### src/rtl/ccs_consts.svh
// Register offsets, field positions, reset values and timing counts of the clock switcher.
// Assumes a 100 MHz pclk and APB byte addressing.
`ifndef CCS_CONSTS_SVH
`define CCS_CONSTS_SVH

`define CCS_OFF_OSC_RUN      12'h000
`define CCS_OFF_SYS_SEL      12'h004
`define CCS_OFF_SUB_SEL      12'h008

`define CCS_BIT_HIGH_STOP    0
`define CCS_BIT_MID_EN       1
`define CCS_BIT_XT1_STOP     6
`define CCS_BIT_X1_STOP      7
`define CCS_BIT_MID_SEL      0
`define CCS_BIT_MID_FLAG     1
`define CCS_BIT_MAIN_SEL     4
`define CCS_BIT_MAIN_FLAG    5
`define CCS_BIT_SUB_SEL      6
`define CCS_BIT_SUB_FLAG     7
`define CCS_BIT_LOW_SRC      0

`define CCS_RST_OSC_RUN      8'hc0
`define CCS_RST_SYS_SEL      8'h00
`define CCS_RST_SUB_SEL      8'h00
`define CCS_OSC_RUN_WMASK    8'hc3
`define CCS_SYS_SEL_WMASK    8'h51

`define CCS_CLK_NS           10
`define CCS_MID_STAB_NS      4000
`define CCS_LOW_STAB_NS      210000
`define CCS_MID_STAB_CYC     (`CCS_MID_STAB_NS / `CCS_CLK_NS)
`define CCS_LOW_STAB_CYC     (`CCS_LOW_STAB_NS / `CCS_CLK_NS)

`endif

### src/rtl/ccs_pkg.sv
// Types shared by the clock switcher.
// Assumes nothing beyond the constants header.
`default_nettype none
package ccs_pkg;
    typedef enum logic [2:0] {
        CCS_SRC_HIGH = 3'b001,
        CCS_SRC_MID  = 3'b010,
        CCS_SRC_SUB  = 3'b100
    } ccs_src_t;
endpackage
`default_nettype wire

### src/rtl/ccs_clock_switch.sv
// Clock source switcher: oscillator run control, source select and status over APB.
// Assumes the middle and low oscillators are modelled by start-up counters on pclk; the high one has none.
//
// Contract
// - Mid oscillator enable bit starts middle oscillator
// - Mid select bit makes middle the main clock
// - Mid active flag reads 1 after switch
// - High stop bit stops high oscillator
// - Low source select starts low oscillator, routes it
// - Subsystem select bit routes subsystem to CPU
// - Subsystem active flag reads 1 after switch
//
// The address map and the APB interface to the registers were decided locally.
`include "ccs_consts.svh"
`default_nettype none
module ccs_clock_switch
    import ccs_pkg::*;
#(
    parameter int MID_STAB_CYC = `CCS_MID_STAB_CYC,
    parameter int LOW_STAB_CYC = `CCS_LOW_STAB_CYC
) (
    input  wire logic        pclk,
    input  wire logic        presetn,
    input  wire logic        psel,
    input  wire logic        penable,
    input  wire logic        pwrite,
    input  wire logic [11:0] paddr,
    input  wire logic [31:0] pwdata,
    output logic      [31:0] prdata,
    output logic             pready,
    output logic             pslverr,
    output logic             high_osc_run,
    output logic             mid_osc_run,
    output logic             low_osc_run,
    output ccs_src_t         clk_source
);
    logic [7:0]  oscillator_run_control;
    logic [7:0]  system_clock_select;
    logic [7:0]  subsystem_source_select;
    logic [17:0] mid_cnt;
    logic [17:0] low_cnt;
    ccs_src_t    src;
    logic [7:0]  next_osc_run;
    logic [7:0]  next_sys_sel;
    logic [7:0]  next_sub_sel;
    logic [17:0] next_mid_cnt;
    logic [17:0] next_low_cnt;
    ccs_src_t    next_src;
    logic [31:0] next_prdata;
    logic        wr;
    logic        rd;
    logic        mid_ready;
    logic        low_ready;
    logic        mapped;

    function automatic logic [17:0] stab_step(input logic run, input logic [17:0] cnt,
                                              input int lim);
        if (!run) begin
            stab_step = 18'h0;
        end else if (cnt < 18'(lim)) begin
            stab_step = cnt + 18'h1;
        end else begin
            stab_step = cnt;
        end
    endfunction

    // Single-cycle access phase; no wait states
    assign pready  = 1'b1;
    assign wr      = psel && penable && pwrite;
    assign rd      = psel && !penable && !pwrite;
    assign mapped  = (paddr == `CCS_OFF_OSC_RUN) || (paddr == `CCS_OFF_SYS_SEL)
                     || (paddr == `CCS_OFF_SUB_SEL);
    assign pslverr = psel && penable && !mapped;

    assign mid_osc_run  = oscillator_run_control[`CCS_BIT_MID_EN];
    assign high_osc_run = !oscillator_run_control[`CCS_BIT_HIGH_STOP];
    assign low_osc_run  = subsystem_source_select[`CCS_BIT_LOW_SRC];
    assign mid_ready    = (mid_cnt >= 18'(MID_STAB_CYC));
    assign low_ready    = (low_cnt >= 18'(LOW_STAB_CYC));
    assign clk_source   = src;

    always_comb begin
        next_osc_run = oscillator_run_control;
        next_sys_sel = system_clock_select;
        next_sub_sel = subsystem_source_select;
        next_prdata  = 32'h0;
        if (wr && paddr == `CCS_OFF_OSC_RUN) begin
            next_osc_run = pwdata[7:0] & `CCS_OSC_RUN_WMASK;
        end
        if (wr && paddr == `CCS_OFF_SYS_SEL) begin
            next_sys_sel = (system_clock_select & ~`CCS_SYS_SEL_WMASK)
                           | (pwdata[7:0] & `CCS_SYS_SEL_WMASK);
        end
        if (wr && paddr == `CCS_OFF_SUB_SEL) begin
            // Upper bits forced to zero
            next_sub_sel = {7'h0, pwdata[`CCS_BIT_LOW_SRC]};
        end
        // Mid and subsystem flags track the clock actually in use, not the request; the main flag always reads 0
        next_sys_sel[`CCS_BIT_MID_FLAG] = (next_src == CCS_SRC_MID);
        next_sys_sel[`CCS_BIT_SUB_FLAG] = (next_src == CCS_SRC_SUB);
        next_sys_sel[`CCS_BIT_MAIN_FLAG] = 1'b0;
        if (rd) begin
            unique case (paddr)
                `CCS_OFF_OSC_RUN: next_prdata = {24'h0, oscillator_run_control};
                `CCS_OFF_SYS_SEL: next_prdata = {24'h0, system_clock_select};
                `CCS_OFF_SUB_SEL: next_prdata = {24'h0, subsystem_source_select};
                default:          next_prdata = 32'h0;
            endcase
        end else begin
            next_prdata = prdata;
        end
    end

    // Switch only when the target is stable; a stopped target leaves the old clock in place
    always_comb begin
        next_mid_cnt = stab_step(mid_osc_run, mid_cnt, MID_STAB_CYC);
        next_low_cnt = stab_step(low_osc_run, low_cnt, LOW_STAB_CYC);
        next_src     = src;
        if (system_clock_select[`CCS_BIT_SUB_SEL]) begin
            if (low_ready) begin
                next_src = CCS_SRC_SUB;
            end
        end else if (system_clock_select[`CCS_BIT_MID_SEL]) begin
            if (mid_ready) begin
                next_src = CCS_SRC_MID;
            end
        end else if (high_osc_run) begin
            next_src = CCS_SRC_HIGH;
        end
    end

    // Register file and read data
    always_ff @(posedge pclk or negedge presetn) begin
        if (!presetn) begin
            oscillator_run_control  <= `CCS_RST_OSC_RUN;
            system_clock_select     <= `CCS_RST_SYS_SEL;
            subsystem_source_select <= `CCS_RST_SUB_SEL;
            prdata                  <= 32'h0;
        end else begin
            oscillator_run_control  <= next_osc_run;
            system_clock_select     <= next_sys_sel;
            subsystem_source_select <= next_sub_sel;
            prdata                  <= next_prdata;
        end
    end

    // Start-up counters and the source in use
    always_ff @(posedge pclk or negedge presetn) begin
        if (!presetn) begin
            mid_cnt <= 18'h0;
            low_cnt <= 18'h0;
            src     <= CCS_SRC_HIGH;
        end else begin
            mid_cnt <= next_mid_cnt;
            low_cnt <= next_low_cnt;
            src     <= next_src;
        end
    end

    // Counter checks too, so a stuck count cannot hide behind a late switch
    a_mid_flag_src: assert property (@(posedge pclk) disable iff (!presetn)
        system_clock_select[`CCS_BIT_MID_FLAG] == (src == CCS_SRC_MID))
        else $error("mid flag disagrees with source");
    a_sub_flag_src: assert property (@(posedge pclk) disable iff (!presetn)
        system_clock_select[`CCS_BIT_SUB_FLAG] == (src == CCS_SRC_SUB))
        else $error("sub flag disagrees with source");
    a_mid_needs_stable: assert property (@(posedge pclk) disable iff (!presetn)
        $rose(src == CCS_SRC_MID) |-> $past(mid_ready))
        else $error("middle taken before stable");
    a_sub_needs_stable: assert property (@(posedge pclk) disable iff (!presetn)
        $rose(src == CCS_SRC_SUB) |-> $past(low_ready))
        else $error("subsystem taken before stable");
    a_mid_enable_write: assert property (@(posedge pclk) disable iff (!presetn)
        wr && paddr == `CCS_OFF_OSC_RUN |=> mid_osc_run == $past(pwdata[1]))
        else $error("mid enable not applied");
    a_high_stop_write: assert property (@(posedge pclk) disable iff (!presetn)
        wr && paddr == `CCS_OFF_OSC_RUN |=> high_osc_run == !$past(pwdata[0]))
        else $error("high stop not applied");
    a_low_select_write: assert property (@(posedge pclk) disable iff (!presetn)
        wr && paddr == `CCS_OFF_SUB_SEL |=> low_osc_run == $past(pwdata[0])
        && subsystem_source_select[7:1] == 7'h0)
        else $error("low select not applied");
    a_sel_write: assert property (@(posedge pclk) disable iff (!presetn)
        wr && paddr == `CCS_OFF_SYS_SEL
        |=> system_clock_select[`CCS_BIT_MID_SEL] == $past(pwdata[`CCS_BIT_MID_SEL])
        && system_clock_select[`CCS_BIT_SUB_SEL] == $past(pwdata[`CCS_BIT_SUB_SEL]))
        else $error("select write not applied");
    a_sys_read_data: assert property (@(posedge pclk) disable iff (!presetn)
        rd && paddr == `CCS_OFF_SYS_SEL
        |=> prdata == {24'h0, $past(system_clock_select)})
        else $error("select register read wrong");
    a_mid_switch_time: assert property (@(posedge pclk) disable iff (!presetn)
        system_clock_select[`CCS_BIT_MID_SEL] && !system_clock_select[`CCS_BIT_SUB_SEL]
        && mid_ready |=> src == CCS_SRC_MID)
        else $error("middle select not followed");
    a_sub_switch_time: assert property (@(posedge pclk) disable iff (!presetn)
        system_clock_select[`CCS_BIT_SUB_SEL] && low_ready |=> src == CCS_SRC_SUB)
        else $error("subsystem select not followed");
    a_high_return: assert property (@(posedge pclk) disable iff (!presetn)
        !system_clock_select[`CCS_BIT_SUB_SEL] && !system_clock_select[`CCS_BIT_MID_SEL]
        && high_osc_run |=> src == CCS_SRC_HIGH)
        else $error("high source not restored");
    a_mid_hold_unready: assert property (@(posedge pclk) disable iff (!presetn)
        system_clock_select[`CCS_BIT_MID_SEL] && !system_clock_select[`CCS_BIT_SUB_SEL]
        && !mid_ready |=> $stable(src))
        else $error("source moved before middle stable");
    a_sub_hold_unready: assert property (@(posedge pclk) disable iff (!presetn)
        system_clock_select[`CCS_BIT_SUB_SEL] && !low_ready |=> $stable(src))
        else $error("source moved before subsystem stable");
    a_mid_cnt_step: assert property (@(posedge pclk) disable iff (!presetn)
        mid_osc_run && !mid_ready |=> mid_cnt == $past(mid_cnt) + 18'h1)
        else $error("middle start-up count stalled");
    a_low_cnt_step: assert property (@(posedge pclk) disable iff (!presetn)
        low_osc_run && !low_ready |=> low_cnt == $past(low_cnt) + 18'h1)
        else $error("low start-up count stalled");
    a_mid_cnt_clear: assert property (@(posedge pclk) disable iff (!presetn)
        !mid_osc_run |=> mid_cnt == 18'h0)
        else $error("middle count kept while stopped");
    a_low_cnt_clear: assert property (@(posedge pclk) disable iff (!presetn)
        !low_osc_run |=> low_cnt == 18'h0)
        else $error("low count kept while stopped");
endmodule
`default_nettype wire

### config.mk
export PLATFORM = sky130hd
export DESIGN_NAME = ccs_clock_switch
export DESIGN_NICKNAME = d
export VERILOG_FILES = /design/src/rtl/ccs_pkg.sv /design/src/rtl/ccs_clock_switch.sv
export VERILOG_INCLUDE_DIRS = /design/src /design/src/rtl
export SDC_FILE = /design/constraint.sdc
export NUM_CORES = 1
export LEC_CHECK = 0
export BUFFER_PORTS_ARGS = -buffer_cell sky130_fd_sc_hd__buf_2
export CORE_ASPECT_RATIO = 0.8
export CORE_MARGIN = 2
export CORE_UTILIZATION = 44
export CTS_CLUSTER_DIAMETER = 150
export DETAILED_ROUTE_END_ITERATION = 8
export GPL_TIMING_DRIVEN = 1
export PLACE_DENSITY = 0.66
export SLEW_MARGIN = 20
export SYNTH_ARGS = -nofsm -noshare
export SYNTH_HDL_FRONTEND = slang
export SYNTH_SLANG_ARGS = --single-unit
### constraint.sdc
create_clock -name pclk -period 2.55 [get_ports pclk]
set_input_delay 0 -clock pclk [delete_from_list [all_inputs] [get_ports pclk]]
set_output_delay 0 -clock pclk [all_outputs]
set_load 0.01 [all_outputs]
; ---- Word level (Yosys, flattened, before mapping)
; Index checks and enable logic that the tools add are counted.
[op_classes]
bitwise = 1
eq_ne = 6
order_cmp = 4
n_addsub = 2
mux = 10
n_reduce_logical = 15
[ops]
columns = cell, count
row1 = two-way mux 18 bit, 4
row2 = adder 18 x 1 -> 18 bit (second input constant), 2
row3 = one-hot mux 8 bit (3 select lines), 1
row4 = greater-or-equal comparator 18 x 15 -> 1 bit (second input constant), 1
row5 = greater-or-equal comparator 18 x 9 -> 1 bit (second input constant), 1
row6 = less-than comparator 18 x 15 -> 1 bit (second input constant), 1
row7 = less-than comparator 18 x 9 -> 1 bit (second input constant), 1
row8 = two-way mux 3 bit, 5
row9 = equality test 12 x 3 -> 1 bit (second input constant), 1
row10 = equality test 12 x 4 -> 1 bit (second input constant), 1
row11 = logical NOT 12 bit, 1
row12 = logical AND 1 bit, 8
row13 = bitwise OR 4 x 7 -> 7 bit, 1
row14 = logical NOT 1 bit, 4
row15 = != test 2 x 1 -> 1 bit (second input constant), 2
row16 = equality test 3 x 2 -> 1 bit (second input constant), 1
row17 = equality test 3 bit (second input constant), 1
row18 = logical OR 1 bit, 2
[word_totals]
register_bits = 83
elab_cells = 46
inputBits = 49
out_inout_bits = 40

; ---- Logic depth before layout (Yosys ltp)
[depth]
word_depth = 5
mapped_depth = 7
ltp_nobuf = 5

; ---- Least setup slack after synthesis
; No wires, ideal clock.
[synth_path]
path_kind = register to register
from = register low_cnt[13]
to = register low_cnt[9]
required_time_ps = 2472
slack_ps = 559
period_less_slack_ps = 1991
n_path_buf = 1
setup_ps = 78
path_stages_with_launch = 7
t_arrival_ps = 1913
cell_sequence = dfrtp_1 a2111oi_4 nand2_4 or2_1 buf_6 or4_1 a21oi_1
[synth_between]
elab_chain_len = 2
[synth_lines]
columns = item, line_no
row1 = "start, declared", ccs_clock_switch.sv:41  ; logic [17:0] low_cnt;
row2 = "start signal, assigned", ccs_clock_switch.sv:155  ; low_cnt <= next_low_cnt;
row3 = less-than comparator 18 x 15 -> 1 bit, ccs_clock_switch.sv:60  ; end else if (cnt < 18'(lim)) begin
row4 = != test 2 x 1 -> 1 bit (no line), n/a
; No other way between the ends.
; A chain may end at the register's enable or synchronous reset.

; ---- Worst setup path after layout
[layout_path]
from = register mid_cnt[11]
to = register system_clock_select[7]
[layout_between]
elab_chain_len = 5
[layout_lines]
columns = item, line_no
row1 = "start, declared", ccs_clock_switch.sv:40  ; logic [17:0] mid_cnt;
row2 = "start signal, assigned", ccs_clock_switch.sv:154  ; mid_cnt <= next_mid_cnt;
row3 = greater-or-equal comparator 18 x 9 -> 1 bit, ccs_clock_switch.sv:78  ; assign mid_ready = (mid_cnt >= 18'(MID_STAB_CYC));
row4 = two-way mux 3 bit, ccs_clock_switch.sv:124  ; if (mid_ready) begin
row5 = two-way mux 3 bit, ccs_clock_switch.sv:123  ; end else if (system_clock_select[`CCS_BIT_MID_SEL]) begin
row6 = two-way mux 3 bit, ccs_clock_switch.sv:119  ; if (system_clock_select[`CCS_BIT_SUB_SEL]) begin
row7 = named net next_src[2], ccs_clock_switch.sv:48  ; ccs_src_t next_src;
row8 = equality test 3 bit, ccs_clock_switch.sv:100  ; next_sys_sel[`CCS_BIT_SUB_FLAG] = (next_src == CCS_SRC_SUB);
row9 = named net next_sys_sel[7], ccs_clock_switch.sv:44  ; logic [7:0] next_sys_sel;
row10 = "end signal, assigned", ccs_clock_switch.sv:136  ; system_clock_select <= `CCS_RST_SYS_SEL;
row11 = "end signal, assigned", ccs_clock_switch.sv:141  ; system_clock_select <= next_sys_sel;
row12 = "end, declared", ccs_clock_switch.sv:38  ; logic [7:0] system_clock_select;
; The timed path passes the listed nets, and every way through them passes these cells.

==> metrics.md <==
| Metric | Value |
|---|---|
| Max VDD drop | between 300 and 400 uV |
| Reg clk slew, reported paths | approximately 90 ps |
| Setup TNS | 0 ps |
| Area of the multi-input gates | roughly 0.0013 mm^2 |
| Synth-to-Final Area Change | 11.2% |
| CTS H-tree depth | 2 |
| Average size of a mapped cell | slightly below 10 um^2 |
| DRT antenna net count | 0 |
| Setup Skew | about 5.3 ps |
| Global-route wire length before repair | a little over 9000 um |
| Endpoints failing hold | 0 |
| Nets | ~380 |
| Synth unique cells | between 40 and 50 |
| CP max FO | 6 |
| Leakage | approximately 1.5 nW |
| Outcome | finished clean |
| Max Slew Vio Count | 0 |
| Startpoint Class | flip-flop |
| Slew @ Worst Pin | just over 800 ps |
| Yosys reg bits | between 50 and 60 |
| Die Width | roughly 94 um |
| Die H | 75.7 um |
| Register-to-register path setup slack | about 380 ps |
| TritonCTS clock tree | yes |
| GR Overflow Total | 0 |
| Initial antenna violation count | 0 |
| Vias in the first global route | around 2k |
| Yosys warnings | 0 |
| # DRC | 0 |
| Vias per cell | approximately 5.0 |
| Final core occ | 0.498 |
| Worst-Skew Late Latency | around 300 ps |
| Largest net degree at the start of global routing | 43 |
| Synthesized area | about 0.0028 mm^2 |
| Psw | 0.488 mW |
| GRT met2 Usage | 0.278 |
| Arrival time worst endpoint | roughly 2400 ps |
| Hpwl dp | between 3000 and 4000 um |
| Area of the die | approximately 0.0071 mm^2 |
| Reg area | 0.00136 mm^2 |
| Async S/R FF share, synth | 1.00 |
| Post-Synthesis Cells | 285 |
| Final wirelength | 5310 um |
| Effective utilization at floorplan | 0.448 |
| Combinational share of power | 0.140 |
| Max clock buf depth | 2 |
| Critical path class | reg -> reg |
| Tot GR Track Use | 0.168 |
| WP data required | 2750 ps |
| Power share of the clock group | 0.309 |
| Sequential power share | 0.551 |
| Row count | 26 |
| Commonest non-fill, non-tap cell in the layout | dfrtp_1 |
| Part of the cycle the worst path needs | 0.852 |
| WHS | around 50 ps |
| Met3 Track Usage GR | 0.0336 |
| Max cap viols | 0 |
| DRC marker count from the first detailed-route iteration | 94 |
| Resize count post-CTS | 0 |
| P_int | around 1.3 mW |
| FILL cells | between 500 and 600 |
| WL/cell | around 13 um |
| Post-synth EDFFs | 0 |
| Most used routing layer | met2 |
| Sw Share | 0.271 |
| IO Pins | 89 |
| Crit path capture type | flip-flop |
| Hold Crit Class | in -> reg |
| Slew Limit Headroom | 0.454 |
| CORE AREA | approximately 0.0063 mm^2 |
| Top_reg_cell synth | dfrtp_1 |
| Antenna diodes | 0 |
| F_max | 460 MHz |
| Number of setup violations in the final report | 0 |
| CTS buffer count | 5 |
| I/O Buffers | 33 |
| Layout cell share with drive strength beyond 1 | 0.178 |
| Met1 usage | 0.231 |
| Root buffer cell | clkbuf_8 |
| RSZ-0062 raised after global routing | no |
| Detailed Routing Iterations Pass 1 | 4 |
| Pwr dens | around 570 mW/mm^2 |
| Via count | 2032 |
| Clock net sink count | 54 |
| Final GP Congestion | ~0.8 |
| Sequential area share after synthesis | 0.480 |
| Fin crit period | roughly 2200 ps |
| Most frequent cells in the layout | 51 x dfrtp_1, 33 x buf_2, 28 x conb_1, 22 x nand2_1, 20 x nor2_1 |
==> final timing paths <==
kind / startpoint / end / cells after the start
min in group asynchronous: presetn / low_cnt[7] / 2
max in group asynchronous: presetn / oscillator_run_control[7] / 3
setup reg to reg: mid_cnt[11] / system_clock_select[7] / 5
setup / recovery: mid_cnt[11] / system_clock_select[7] / 5
hold / removal: paddr[2] / prdata[4] / 3
hold reg to reg: prdata[6] / prdata[6] / 2
==> power groups by stage <==
stage | Clock [mW] | Sequential, mW | Combinational, mW
5_1_grt | 0.611 | 1.00 | 0.302
4_1_cts | 0.576 | 0.989 | 0.256
6_report | 0.555 | 0.991 | 0.252
3_3_place_gp | 0 | 1.00 | 0.235
2_1_floorplan | 0 | 0.973 | 0.224
3_5_place_dp | 0 | 1.01 | 0.246
==> Yosys cell counts (2+ instances only) <==
cell type  number  area (um^2)
buf_4          28          210
o21ai_0        10         50.1
nand2_1        22         82.6
inv_1          11         41.3
mux2_2          6         67.6
nor3b_1         2         15.0
xnor2_1        13          114
nand4_1         5         31.3
nand3_1        11         55.1
or3_1           2         12.5
a21oi_1        10         50.1
nor3_1          8         40.0
nor2b_1         3         18.8
conb_1          2         7.51
dfstp_2         3         78.8
nand3b_1        2         15.0
nor4b_1         3         26.3
and2_1         17          106
mux2i_1         6         60.1
nor2_1         20         75.1
dfrtp_1        51         1280
o31ai_1         3         22.5
clkbuf_1        7         26.3
nor4_1         13         81.3
ha_1            4         50.1
==> sequential cells by signal, summed over array words and instances (netlist names) <==
name	cells
clk_source	3
low_cnt	18
mid_cnt	18
oscillator_run_control	4
prdata	5
subsystem_source_select	1
system_clock_select	5
==> cells by family after synthesis <==
family                     Yosys count  share of synthesized area
and+or+nand+nor                    116                      0.221
xor gates and xnor gates            14                     0.0434
DFF                                 54                      0.480
adders and majority gates            4                     0.0177
other                                2                    0.00266
muxes                               12                     0.0452
buffers and inverters               48                      0.104
AOI/OAI and AO/OA                   35                     0.0873
==> routing by layer <==
layer  share of wire  wire length, um  vias up
met5               0                0        -
met4          0.0090               48        0
met3           0.034              181        7
met2            0.46             2430       42
met1            0.50             2650      975
li1                -                -     1008
==> worst max-delay path, cell delays in order (launching register included) <==
cell	delay (ps)
dfrtp_1	390
nor4_1	500
o311ai_1	370
nor2_1	300
a311o_1	260
nor4b_1	250
==> cell type report <==
type                       count  share of cell area
sequential                    54               0.431
tap                           84              0.0335
clock inverter                 2              0.0119
inverter                      11              0.0131
clock buffer                   6              0.0231
timing repair buffer          43              0.0812
multi-input combinational    209               0.406
==> through the flow <==
stage	total power, mW	worst slack [ps]	instances	cell area [um^2]
2_1_floorplan	1.20	559	311	2920
3_3_place_gp	1.24	439	395	2970
3_5_place_dp	1.25	392	395	2970
4_1_cts	1.82	376	409	3140
5_1_grt	1.91	226	409	3140
6_report	1.80	376	409	3140
==> timing repair <==
item | in CTS | in global routing
hold buffers | 6 | 0
hold endpoints to repair | 20 | 0
buffers inserted | 0 | 0
No activity file was read; power rests on OpenSTA's default activity.
